<file path="config.mk">
export PLATFORM = sky130hd
export DESIGN_NAME = mft_timer_two
export DESIGN_NICKNAME = d
export VERILOG_FILES = /design/src/hw/mft_pkg.sv /design/src/hw/mft_timer_two.sv /design/src/hw/mft_edge.sv /design/src/hw/mft_prescale.sv
export SDC_FILE = /design/constraint.sdc
export NUM_CORES = 1
export LEC_CHECK = 0
export ABC_AREA = 1
export BUFFER_PORTS_ARGS = -buffer_cell sky130_fd_sc_hd__buf_4
export CAP_MARGIN = 30
export CORE_ASPECT_RATIO = 2
export CORE_MARGIN = 3
export CORE_UTILIZATION = 58
export DETAILED_ROUTE_END_ITERATION = 10
export PLACE_DENSITY = 0.81
export SLEW_MARGIN = 20
export SYNTH_ARGS = -nofsm -noshare
export SYNTH_HDL_FRONTEND = slang
export SYNTH_SLANG_ARGS = --single-unit
export TNS_END_PERCENT = 50
</file>
<file path="constraint.sdc">
create_clock -name mclk -period 6.1 [get_ports mclk]
set_clock_uncertainty 0.15 [all_clocks]
set_input_delay 1.22 -clock mclk [delete_from_list [all_inputs] [get_ports mclk]]
set_output_delay 1.22 -clock mclk [all_outputs]
set_load 0.01 [all_outputs]
</file>
<file path="src/hw/mft_pkg.sv">
// Operation
// Capture two edge sets capture two flag
// Capture one edge sets capture one flag
// Capture enable raises interrupt per capture edge
// Match on compare two sets its flag
// Match on compare one sets flag, interrupt
// Counter overflow sets flag, optional interrupt
// Port reads return pins or output latches
// Capture edge select picks rising or falling
// Event edge select picks rising or falling
// Prescaler divides clock by two to field
// Mode field selects one of four modes
package mft_pkg;

  // Register byte addresses
  localparam logic [7:0] ADDR_CTRL_A = 8'h00;
  localparam logic [7:0] ADDR_CTRL_B = 8'h04;
  localparam logic [7:0] ADDR_CMP_ONE = 8'h08;
  localparam logic [7:0] ADDR_CMP_TWO = 8'h0c;
  localparam logic [7:0] ADDR_COUNT = 8'h10;
  localparam logic [7:0] ADDR_CAP_ONE = 8'h14;
  localparam logic [7:0] ADDR_CAP_TWO = 8'h18;
  localparam logic [7:0] ADDR_IRQ_STATUS = 8'h1c;
  localparam logic [7:0] ADDR_IRQ_MASK = 8'h20;
  localparam logic [7:0] ADDR_PORT_READ = 8'h24;
  localparam int ADDR_LSB = 2;
  localparam int ADDR_MSB = 7;

  // Reset values
  localparam logic [7:0] CTRL_A_RESET = 8'h00;
  localparam logic [7:0] CTRL_B_RESET = 8'h00;
  localparam logic [15:0] CMP_RESET = 16'hffff;
  localparam logic [2:0] IRQ_MASK_RESET = 3'h0;

  // Interrupt status bit positions
  localparam int IRQ_CAPTURE = 0;
  localparam int IRQ_COMPARE = 1;
  localparam int IRQ_OVERFLOW = 2;

  localparam logic [1:0] RESP_OKAY = 2'h0;
  localparam logic [1:0] RESP_SLVERR = 2'h2;
  localparam logic [15:0] COUNT_MAX = 16'hffff;
  localparam int PRESCALE_BITS = 7;

  typedef enum logic [1:0] {
    MODE_SOFTWARE = 2'h0,
    MODE_PWM = 2'h1,
    MODE_CAPTURE = 2'h2,
    MODE_EVENT = 2'h3
  } mft_mode_t;

  // Bit 7 down to bit 0
  typedef struct packed {
    logic capture_two_flag;
    logic capture_one_flag;
    logic capture_irq_enable;
    logic compare_two_flag;
    logic compare_one_flag;
    logic compare_irq_enable;
    logic overflow_flag;
    logic overflow_irq_enable;
  } mft_ctrl_a_t;

  typedef struct packed {
    logic port_read_select;
    logic capture_edge_select;
    logic event_edge_select;
    logic [2:0] prescale_field;
    mft_mode_t mode_field;
  } mft_ctrl_b_t;

endpackage

</file>
<file path="src/hw/mft_timer_two.sv">
`timescale 1ns/100ps
`default_nettype none
module mft_timer_two
  import mft_pkg::*;
(
  // Clock and reset
  input wire logic mclk,
  input wire logic arst_n,
  // AXI4-Lite write address
  input wire logic [7:0] s_axi_awaddr,
  input wire logic s_axi_awvalid,
  output logic s_axi_awready,
  // AXI4-Lite write data
  input wire logic [31:0] s_axi_wdata,
  input wire logic [3:0] s_axi_wstrb,
  input wire logic s_axi_wvalid,
  output logic s_axi_wready,
  // AXI4-Lite write response
  output logic [1:0] s_axi_bresp,
  output logic s_axi_bvalid,
  input wire logic s_axi_bready,
  // AXI4-Lite read address
  input wire logic [7:0] s_axi_araddr,
  input wire logic s_axi_arvalid,
  output logic s_axi_arready,
  // AXI4-Lite read data
  output logic [31:0] s_axi_rdata,
  output logic [1:0] s_axi_rresp,
  output logic s_axi_rvalid,
  input wire logic s_axi_rready,
  // Timer pins
  input wire logic capture_in_one,
  input wire logic capture_in_two,
  input wire logic event_count_in,
  // Port read path
  input wire logic [7:0] port_pin_level,
  input wire logic [7:0] port_out_latch,
  output logic port_read_select,
  output logic [7:0] port_read_data,
  // Interrupt
  output logic irq
);

  // Flag update: hardware set wins over a software clear by writing zero
  function automatic logic next_flag(input logic cur, input logic set_ev,
                                     input logic wr, input logic wbit);
    next_flag = set_ev | (cur & ~(wr & ~wbit));
  endfunction

  function automatic logic [15:0] merge16(input logic [15:0] cur,
                                          input logic [31:0] data,
                                          input logic [3:0] strb);
    merge16 = {strb[1] ? data[15:8] : cur[15:8], strb[0] ? data[7:0] : cur[7:0]};
  endfunction

  mft_ctrl_a_t ctrl_a;
  mft_ctrl_b_t ctrl_b;
  logic [15:0] compare_reg_one;
  logic [15:0] compare_reg_two;
  logic [15:0] count;
  logic [15:0] capture_one_value;
  logic [15:0] capture_two_value;
  logic [2:0] irq_status;
  logic [2:0] irq_mask;
  logic compare_two_active;
  logic [7:0] pin_meta;
  logic [7:0] pin_sync;

  // Bus holding state
  logic aw_have;
  logic w_have;
  logic [7:0] aw_addr;
  logic [31:0] w_data;
  logic [3:0] w_strb;
  logic wr_commit;
  logic rd_take;
  logic [31:0] next_rdata;
  logic next_rresp_err;

  // Event sources
  logic cap_one_edge;
  logic cap_two_edge;
  logic event_edge;
  logic pre_tick;
  logic advance;
  logic [15:0] next_count;
  logic cap_mode;
  logic cap_one_ev;
  logic cap_two_ev;
  logic cmp_one_ev;
  logic cmp_two_ev;
  logic ovf_ev;
  logic wr_ctrl_a;
  logic rd_clear_status;

  mft_edge u_cap_one (
    .mclk(mclk),
    .arst_n(arst_n),
    .pin(capture_in_one),
    .rising_sel(ctrl_b.capture_edge_select),
    .edge_pulse(cap_one_edge)
  );

  mft_edge u_cap_two (
    .mclk(mclk),
    .arst_n(arst_n),
    .pin(capture_in_two),
    .rising_sel(ctrl_b.capture_edge_select),
    .edge_pulse(cap_two_edge)
  );

  mft_edge u_event (
    .mclk(mclk),
    .arst_n(arst_n),
    .pin(event_count_in),
    .rising_sel(ctrl_b.event_edge_select),
    .edge_pulse(event_edge)
  );

  mft_prescale u_prescale (
    .mclk(mclk),
    .arst_n(arst_n),
    .prescale_field(ctrl_b.prescale_field),
    .tick(pre_tick)
  );

  // Mode decides what advances the counter and which events count
  always_comb begin
    case (ctrl_b.mode_field)
      MODE_SOFTWARE: advance = pre_tick;
      MODE_PWM: advance = pre_tick;
      MODE_CAPTURE: advance = pre_tick;
      MODE_EVENT: advance = event_edge;
      default: advance = 1'b0;
    endcase
  end

  assign cap_mode = (ctrl_b.mode_field == MODE_CAPTURE);
  assign next_count = count + 16'h0001;
  assign cap_one_ev = cap_mode & cap_one_edge;
  assign cap_two_ev = cap_mode & cap_two_edge;
  assign cmp_one_ev = advance & ~compare_two_active & (next_count == compare_reg_one);
  assign cmp_two_ev = advance & compare_two_active & (next_count == compare_reg_two);
  assign ovf_ev = advance & (count == COUNT_MAX);

  assign wr_commit = aw_have & w_have & ~s_axi_bvalid;
  assign rd_take = s_axi_arvalid & s_axi_arready;
  assign wr_ctrl_a = wr_commit & (aw_addr == ADDR_CTRL_A) & w_strb[0];
  assign rd_clear_status = rd_take & (s_axi_araddr[ADDR_MSB:ADDR_LSB] ==
                                      ADDR_IRQ_STATUS[ADDR_MSB:ADDR_LSB]);

  // Counter: wraps to zero after the top value
  always_ff @(posedge mclk or negedge arst_n) begin
    if (!arst_n) begin
      count <= 16'h0000;
    end else if (advance) begin
      count <= next_count;
    end
  end

  // Second compare register only takes turns in PWM mode
  always_ff @(posedge mclk or negedge arst_n) begin
    if (!arst_n) begin
      compare_two_active <= 1'b0;
    end else if (ctrl_b.mode_field != MODE_PWM) begin
      compare_two_active <= 1'b0;
    end else if (cmp_one_ev | cmp_two_ev) begin
      compare_two_active <= ~compare_two_active;
    end
  end

  // Captured counter values
  always_ff @(posedge mclk or negedge arst_n) begin
    if (!arst_n) begin
      capture_one_value <= 16'h0000;
      capture_two_value <= 16'h0000;
    end else begin
      if (cap_one_ev) begin
        capture_one_value <= count;
      end
      if (cap_two_ev) begin
        capture_two_value <= count;
      end
    end
  end

  // Control A: flags set by hardware, cleared by writing zero
  always_ff @(posedge mclk or negedge arst_n) begin
    if (!arst_n) begin
      ctrl_a <= mft_ctrl_a_t'(CTRL_A_RESET);
    end else begin
      ctrl_a.capture_two_flag <= next_flag(ctrl_a.capture_two_flag, cap_two_ev,
                                           wr_ctrl_a, w_data[7]);
      ctrl_a.capture_one_flag <= next_flag(ctrl_a.capture_one_flag, cap_one_ev,
                                           wr_ctrl_a, w_data[6]);
      ctrl_a.compare_two_flag <= next_flag(ctrl_a.compare_two_flag, cmp_two_ev,
                                           wr_ctrl_a, w_data[4]);
      ctrl_a.compare_one_flag <= next_flag(ctrl_a.compare_one_flag, cmp_one_ev,
                                           wr_ctrl_a, w_data[3]);
      ctrl_a.overflow_flag <= next_flag(ctrl_a.overflow_flag, ovf_ev,
                                        wr_ctrl_a, w_data[1]);
      if (wr_ctrl_a) begin
        ctrl_a.capture_irq_enable <= w_data[5];
        ctrl_a.compare_irq_enable <= w_data[2];
        ctrl_a.overflow_irq_enable <= w_data[0];
      end
    end
  end

  // Other writable registers
  always_ff @(posedge mclk or negedge arst_n) begin
    if (!arst_n) begin
      ctrl_b <= mft_ctrl_b_t'(CTRL_B_RESET);
      compare_reg_one <= CMP_RESET;
      compare_reg_two <= CMP_RESET;
      irq_mask <= IRQ_MASK_RESET;
    end else if (wr_commit) begin
      case (aw_addr)
        ADDR_CTRL_B: begin
          if (w_strb[0]) begin
            ctrl_b <= mft_ctrl_b_t'(w_data[7:0]);
          end
        end
        ADDR_CMP_ONE: compare_reg_one <= merge16(compare_reg_one, w_data, w_strb);
        ADDR_CMP_TWO: compare_reg_two <= merge16(compare_reg_two, w_data, w_strb);
        ADDR_IRQ_MASK: begin
          if (w_strb[0]) begin
            irq_mask <= w_data[2:0];
          end
        end
        default: ;
      endcase
    end
  end

  // Sticky interrupt status, cleared by reading it; a new event wins
  always_ff @(posedge mclk or negedge arst_n) begin
    if (!arst_n) begin
      irq_status <= 3'h0;
    end else begin
      irq_status[IRQ_CAPTURE] <= (ctrl_a.capture_irq_enable & (cap_one_ev | cap_two_ev))
                                 | (irq_status[IRQ_CAPTURE] & ~rd_clear_status);
      irq_status[IRQ_COMPARE] <= (ctrl_a.compare_irq_enable & (cmp_one_ev | cmp_two_ev))
                                 | (irq_status[IRQ_COMPARE] & ~rd_clear_status);
      irq_status[IRQ_OVERFLOW] <= (ctrl_a.overflow_irq_enable & ovf_ev)
                                  | (irq_status[IRQ_OVERFLOW] & ~rd_clear_status);
    end
  end

  always_ff @(posedge mclk or negedge arst_n) begin
    if (!arst_n) begin
      irq <= 1'b0;
    end else begin
      irq <= |(irq_status & irq_mask);
    end
  end

  // Port pins come from outside the clock domain
  always_ff @(posedge mclk or negedge arst_n) begin
    if (!arst_n) begin
      pin_meta <= 8'h00;
      pin_sync <= 8'h00;
    end else begin
      pin_meta <= port_pin_level;
      pin_sync <= pin_meta;
    end
  end

  always_ff @(posedge mclk or negedge arst_n) begin
    if (!arst_n) begin
      port_read_select <= 1'b0;
      port_read_data <= 8'h00;
    end else begin
      port_read_select <= ctrl_b.port_read_select;
      port_read_data <= ctrl_b.port_read_select ? port_out_latch : pin_sync;
    end
  end

  // Write channel: address and data held independently, any order
  always_ff @(posedge mclk or negedge arst_n) begin
    if (!arst_n) begin
      aw_have <= 1'b0;
      aw_addr <= 8'h00;
      s_axi_awready <= 1'b1;
    end else if (s_axi_awvalid & s_axi_awready) begin
      aw_have <= 1'b1;
      aw_addr <= {s_axi_awaddr[7:2], 2'b00};
      s_axi_awready <= 1'b0;
    end else if (s_axi_bvalid & s_axi_bready) begin
      aw_have <= 1'b0;
      s_axi_awready <= 1'b1;
    end
  end

  always_ff @(posedge mclk or negedge arst_n) begin
    if (!arst_n) begin
      w_have <= 1'b0;
      w_data <= 32'h0000_0000;
      w_strb <= 4'h0;
      s_axi_wready <= 1'b1;
    end else if (s_axi_wvalid & s_axi_wready) begin
      w_have <= 1'b1;
      w_data <= s_axi_wdata;
      w_strb <= s_axi_wstrb;
      s_axi_wready <= 1'b0;
    end else if (s_axi_bvalid & s_axi_bready) begin
      w_have <= 1'b0;
      s_axi_wready <= 1'b1;
    end
  end

  always_ff @(posedge mclk or negedge arst_n) begin
    if (!arst_n) begin
      s_axi_bvalid <= 1'b0;
      s_axi_bresp <= RESP_OKAY;
    end else if (wr_commit) begin
      s_axi_bvalid <= 1'b1;
      case (aw_addr)
        ADDR_CTRL_A, ADDR_CTRL_B, ADDR_CMP_ONE, ADDR_CMP_TWO, ADDR_IRQ_MASK:
          s_axi_bresp <= RESP_OKAY;
        default: s_axi_bresp <= RESP_SLVERR;
      endcase
    end else if (s_axi_bready) begin
      s_axi_bvalid <= 1'b0;
    end
  end

  // Read data mux
  always_comb begin
    next_rdata = 32'h0000_0000;
    next_rresp_err = 1'b0;
    case ({s_axi_araddr[7:2], 2'b00})
      ADDR_CTRL_A: next_rdata[7:0] = ctrl_a;
      ADDR_CTRL_B: next_rdata[7:0] = ctrl_b;
      ADDR_CMP_ONE: next_rdata[15:0] = compare_reg_one;
      ADDR_CMP_TWO: next_rdata[15:0] = compare_reg_two;
      ADDR_COUNT: next_rdata[15:0] = count;
      ADDR_CAP_ONE: next_rdata[15:0] = capture_one_value;
      ADDR_CAP_TWO: next_rdata[15:0] = capture_two_value;
      ADDR_IRQ_STATUS: next_rdata[2:0] = irq_status;
      ADDR_IRQ_MASK: next_rdata[2:0] = irq_mask;
      ADDR_PORT_READ: next_rdata[7:0] = port_read_data;
      default: next_rresp_err = 1'b1;
    endcase
  end

  // Read channel: one read at a time, answer one cycle after the address
  always_ff @(posedge mclk or negedge arst_n) begin
    if (!arst_n) begin
      s_axi_arready <= 1'b1;
      s_axi_rvalid <= 1'b0;
      s_axi_rdata <= 32'h0000_0000;
      s_axi_rresp <= RESP_OKAY;
    end else if (rd_take) begin
      s_axi_arready <= 1'b0;
      s_axi_rvalid <= 1'b1;
      s_axi_rdata <= next_rdata;
      s_axi_rresp <= next_rresp_err ? RESP_SLVERR : RESP_OKAY;
    end else if (s_axi_rvalid & s_axi_rready) begin
      s_axi_rvalid <= 1'b0;
      s_axi_arready <= 1'b1;
    end
  end

endmodule // mft_timer_two
`default_nettype wire

</file>
<file path="src/hw/mft_edge.sv">
`timescale 1ns/100ps
`default_nettype none
// Two-stage synchroniser followed by a selectable edge detector
module mft_edge (
  // Clock and reset
  input wire logic mclk,
  input wire logic arst_n,
  // Pin and control
  input wire logic pin,
  input wire logic rising_sel,
  // Result
  output logic edge_pulse
);
  logic meta;
  logic sync;
  logic prev;

  always_ff @(posedge mclk or negedge arst_n) begin
    if (!arst_n) begin
      meta <= 1'b0;
      sync <= 1'b0;
      prev <= 1'b0;
    end else begin
      meta <= pin;
      sync <= meta;
      prev <= sync;
    end
  end

  assign edge_pulse = rising_sel ? (sync & ~prev) : (~sync & prev);

endmodule // mft_edge
`default_nettype wire

</file>
<file path="src/hw/mft_prescale.sv">
`timescale 1ns/100ps
`default_nettype none
module mft_prescale
  import mft_pkg::*;
(
  // Clock and reset
  input wire logic mclk,
  input wire logic arst_n,
  // Divider select
  input wire logic [2:0] prescale_field,
  // One-cycle enable
  output logic tick
);
  logic [PRESCALE_BITS-1:0] div_count;
  logic [PRESCALE_BITS-1:0] div_mask;

  // Tick when the low field bits are all ones: divide by 2**field
  assign div_mask = PRESCALE_BITS'((8'h01 << prescale_field) - 8'h01);
  assign tick = ((div_count & div_mask) == div_mask);

  always_ff @(posedge mclk or negedge arst_n) begin
    if (!arst_n) begin
      div_count <= '0;
    end else begin
      div_count <= div_count + PRESCALE_BITS'(1);
    end
  end

endmodule // mft_prescale
`default_nettype wire

</file>
---- Word-level counts from Yosys, hierarchy flattened ----
Index checks and enable logic that the tools add are counted.
word-level totals
  bits in registers ....................... 196
  word-level logic and storage cells ...... 188
  input port bits ......................... 78
operators by class
  $add $sub $neg .......................... 3
  multiplexer cells ....................... 24
  bitwise logic cells ..................... 70
  shift-type cells ........................ 1
  equality and inequality tests ........... 21
  reductions and logical operators ........ 18
operator list
  operator                                           number
  case mux 5 bit (8 select lines)                    1
  case mux 8 bit (5 select lines)                    1
  AND 1 bit                                          39
  == test 16 bit                                     2
  case mux 3 bit (10 select lines)                   1
  == test 6 x 2 -> 1 bit (second input constant)     4
  == test 6 x 3 -> 1 bit (second input constant)     4
  inverter 1 bit                                     19
  == test 6 x 4 -> 1 bit (second input constant)     3
  AND reduction 3 bit                                6
  2-to-1 mux 1 bit                                   17
  adder 16 x 1 -> 16 bit (second input constant)     1
  == test 16 bit (second input constant)             1
  == test 6 x 1 -> 1 bit (second input constant)     2
  OR 1 bit                                           10
  nonzero test 2 bit                                 5
  OR reduction 10 bit                                1
  zero test 8 bit                                    1
  2-to-1 mux 8 bit                                   1
  adder 7 x 1 -> 7 bit (second input constant)       1
  AND 7 bit                                          1
  == test 7 bit                                      1
  left shift 1 x 3 -> 7 bit (first input constant)   1
  subtractor 7 x 1 -> 7 bit (second input constant)  1
  10 further kinds                                   13

---- Longest topological paths before layout ----
  depth after elaboration ................. 10
  gate-level depth with buffers ........... 16
  gate-level depth less buffers ........... 16

---- By module ----
Synthesis repeated with hierarchy kept, for this count alone.
second synthesis, totals
  cells, all modules ...................... 1074
  area total of the unflattened synthesis .. 9011.1 sq um
by module, submodules not included
  module         area each (sq um)  cells each  times used
  mft_timer_two  8361.8             1008        1
  mft_prescale   349.1              39          1
  mft_edge       100.1              9           3

---- Least setup slack after synthesis ----
Ideal clock, no wire load.
  path kind ............................... input -> register
  start ................................... in s_axi_araddr[7]
  end ..................................... reg s_axi_rdata[4]
  data required time ...................... 5.885 ns
  arrival ................................. 2.347 ns
  setup slack ............................. 3.537 ns
  cell stages on the path ................. 10
  cells stage by stage .................... nor2_2 nand2_1 nor2_1 nand2_1 inv_1 buf_2 nand2_1 o2111ai_1 o21ai_0 nand2_1
on the way
  word-level cells in the longest chain between the ends .. 2
RTL lines
  element                                               RTL line              source
  from (decl)                                           mft_timer_two.sv:23   input wire logic [7:0] s_axi_araddr,
  == test 6 x 4 -> 1 bit, or another cell as far along  mft_timer_two.sv:332  case ({s_axi_araddr[7:2], 2'b00})
  case mux 5 bit (8 select lines) (*)                   mft_timer_two.sv:332
  to (signal assigned)                                  mft_timer_two.sv:357  s_axi_rdata <= next_rdata;
  to (decl)                                             mft_timer_two.sv:27   output logic [31:0] s_axi_rdata,
Every way passes the cells marked *; elsewhere a longest branch is shown, timed or not.
A chain may end at the register's enable or synchronous reset.

---- Worst setup path in the final report ----
  start ................................... in s_axi_araddr[7]
  end ..................................... reg s_axi_rdata[3]
Same word-level chain as after synthesis.

==> results.ini <==
[power_and_ir_drop]
p_per_area_nw_per_um2 = 417.9
leakage_nw = 4.971
ir_drop_mv = 0.3398

[die]
die_w_um = 94.15
core_area_um2 = 15060
pin_count = 129
initial_core_util_pct = 59.86
die_area_um2 = 17160
chipHeight_um = 182.3
rows = 63

[worst_hold_path]
worstHoldPathCells = 0
hp-start = u_event.meta$_DFF_PN0_
holdCritPathClass = reg2reg
hold_end = u_event.sync$_DFF_PN0_

[clocking]
cts_hold_buf = 0
cts_max_path_buffers = 2
cts_tree = built
cts_post_setup_buffers_inserted = 0
cts_inserted_buffers = 17
h-tree-depth = 4
worstSkewPairLatency_ps = 440
cts_resized = 0
clockRootBuffer = clkbuf_16
clkTransAtPathRegs_ps = 70
clkSinkCount = 194

[sta]
setup_viol = 0
worst_pin_slew_ps = 850.2
timing.final.ws_setup_ps = 2996
slew_headroom_pct = 43.18
min_period_ps = 3104
finalHoldViolations = 0
setup_tns_ps = 0
max_freq_mhz = 322.2
post-route-period-util_pct = 50.88
final_max_slew_viol_count = 0
holdWs_ps = 192.3
rsz0062_at_grt = no

[worst_setup_path]
critical_path_class = in2reg
cp_max_fo = 9
crit_buf_inv = 4
timing.rr.start = count[0]$_DFFE_PN0N_
max_stage_delay_ps = 480
end_kind = register
cpMostUsedCell = nand2_1
worstPathRequired_ps = 6330
arrival_ps = 3330
reg2reg_depth = 14
rrSetupSlack_ps = 3390
critPathTopFamily = simple AND/OR/NAND/NOR gates
worstReg2RegEnd = compare_two_active$_DFFE_PN0P_
crit_slowest_cell = nor2_1
path_cells = buf_4 > nor2_2 > nand2_1 > inv_1 > nand2_1 > nor2_1 > buf_4 > inv_1 > o221ai_1 > o21ai_0 > nand2_1
start_kind = input port

[global_route]
antenna_found_initial = 0
grt_first_pass_wirelength_um = 36850
grt_max_degree = 104
grt_overflow = 0
grt_use_total_pct = 27.86
grt_pass1_vias = 7503

[drt]
finalWirelength_um = 22630
wl_per_cell_um = 16.40
vias_per_cell = 5.552
drt_drc_violations_left = 0
vias = 7662
antenna_left = 0
drtIter0Drc = 654
first_pass_iters = 8

[synthesis]
yosys_register_bits = 194
synth_edf_count = 0
synthFlopType = dfrtp_1
synth_area_um2 = 9012
ys_seq_area_share_pct = 54.35
async_flop_share_pct = 100.0
synthDistinctLibCells = 38
syn_area_per_cell_um2 = 8.314
netlist_instances = 1084
yosys_warnings = 0

[place]
io_buffers = 88
gp_congestion = 1.021
dp_worst_setup_slack_ps = 2688
hpwl_um = 16850

[finish]
drive_gt1_share_pct = 15.53
diodes = 0
nFillCells = 1206
final_common_cell = nand2_1
area_growth_pct = 15.72
fin_nets = 1252
layout_common_cells = nand2_1, dfrtp_1, o21ai_0

[outcome]
status = complete, no violations

[job]
timing.max_cap.violations = 0

==> area by class of cell <==
class | instances | area [µm²] | share of cell area (%)
repair buffers | 96 | 726.9 | 6.971
flip-flops and latches | 194 | 4898 | 46.97
clock buffers | 17 | 425.4 | 4.079
clock inverters | 15 | 195.2 | 1.872
multi-input cells | 741 | 3481 | 33.38
well taps | 195 | 244.0 | 2.340
inverters | 122 | 457.9 | 4.391
==> stage by stage <==
| step | cells | area (µm²) | power, mW | utilization, % |
|---|---|---|---|---|
| CTS | 1379 | 10420 | 4.368 | 69.22 |
| finish | 1380 | 10430 | 4.359 | 69.27 |
| global route | 1380 | 10430 | 4.636 | 69.27 |
| floorplan | 1101 | 9076 | 2.713 | - |
| global placement | 1346 | 9793 | 3.145 | 65.05 |
| detailed placement | 1347 | 9801 | 3.196 | 65.10 |
==> cells by family after synthesis <==
logic type | Yosys count | synth area share [%]
flip-flops | 194 | 54.35
AND/OR/NAND/NOR | 494 | 22.92
multiplexers | 5 | 0.6247
other | 1 | 0.04161
buffers and inverters | 166 | 7.733
XOR/XNOR | 10 | 0.9718
AO/OA/AOI/OAI | 212 | 13.08
adder cells (fa/ha/maj) | 2 | 0.2776
==> how the worst max path moves through the flow <==
stage / from / endpoint / slack (ps) / depth (start not counted)
after floorplan: s_axi_araddr[7] / s_axi_rdata[4]$_DFFE_PN0P_ / 3540 / 10
after global placement: s_axi_araddr[7] / s_axi_rdata[5]$_DFFE_PN0P_ / 2150 / 10
after detailed placement: s_axi_araddr[7] / s_axi_rdata[3]$_DFFE_PN0P_ / 2690 / 11
after CTS: s_axi_araddr[7] / s_axi_rdata[3]$_DFFE_PN0P_ / 3100 / 11
after global routing: s_axi_araddr[7] / s_axi_rdata[3]$_DFFE_PN0P_ / 2920 / 11
final: s_axi_araddr[7] / s_axi_rdata[3]$_DFFE_PN0P_ / 3000 / 11
==> worst register-to-register path, cell delays in order, from the launching register on <==
cell	delay [ps]
dfrtp_1	530
ha_1	270
nand2_2	110
nor2_4	240
nand2_1	90
nand2_1	80
nand2_1	120
nand2_1	100
nand2_1	50
nor3_1	260
nand3b_1	120
nor2_1	290
nor2_1	70
nand2_1	80
inv_1	40
==> where the power goes <==
| group | leakage (nW) | internal [mW] | switching, mW |
|---|---|---|---|
| clock network | 0.297 | 0.626 | 0.534 |
| logic | 2.32 | 0.457 | 0.797 |
| registers | 2.36 | 1.67 | 0.271 |
==> routing by layer <==
metal | part of all wire, % | vias to the layer above | track usage [%] | wire length, µm
li1 | - | 3677 | - | -
met4 | 5.9 | 0 | 16.15 | 1327
met5 | 0 | - | 0 | 0
met3 | 6.1 | 86 | 4.992 | 1382
met2 | 51 | 346 | 47.04 | 11510
met1 | 37 | 3553 | 32.72 | 8404
==> cell usage after synthesis, types with 2 or more instances <==
master | n | area (µm²)
mux2_2 | 5 | 56.30
a21oi_1 | 43 | 215.2
nor2_4 | 4 | 45.04
nor3_1 | 11 | 55.05
inv_1 | 118 | 442.9
o221ai_1 | 6 | 52.55
a221oi_1 | 8 | 70.07
nand3b_1 | 5 | 37.54
o22ai_1 | 9 | 56.30
dfrtp_1 | 159 | 3979
nor2_2 | 5 | 31.28
xor2_1 | 10 | 87.58
a22oi_1 | 6 | 45.04
buf_2 | 5 | 25.02
ha_1 | 2 | 25.02
nor2_1 | 80 | 300.3
o2111ai_1 | 5 | 43.79
o21ai_0 | 126 | 630.6
dfstp_2 | 35 | 919.6
nand2_1 | 304 | 1141
o21ai_1 | 2 | 10.01
clkbuf_1 | 21 | 78.83
inv_2 | 3 | 11.26
nand2_2 | 2 | 12.51
buf_4 | 18 | 135.1
nand3_1 | 64 | 320.3
nand4_1 | 17 | 106.4
==> sequential cells by signal, summed over array words and instances, names as in the netlist, 3 cells and up <==
| register | flops |
|---|---|
| pin_meta | 8 |
| ctrl_b | 8 |
| irq_mask | 3 |
| capture_two_value | 16 |
| port_read_data | 8 |
| u_prescale.div_count | 7 |
| compare_reg_two | 16 |
| capture_one_value | 16 |
| compare_reg_one | 16 |
| pin_sync | 8 |
| irq_status | 3 |
| s_axi_rdata | 16 |
| count | 16 |
| ctrl_a | 8 |
| aw_addr | 6 |
| w_data | 16 |
Power figures use the tool's default switching activity.
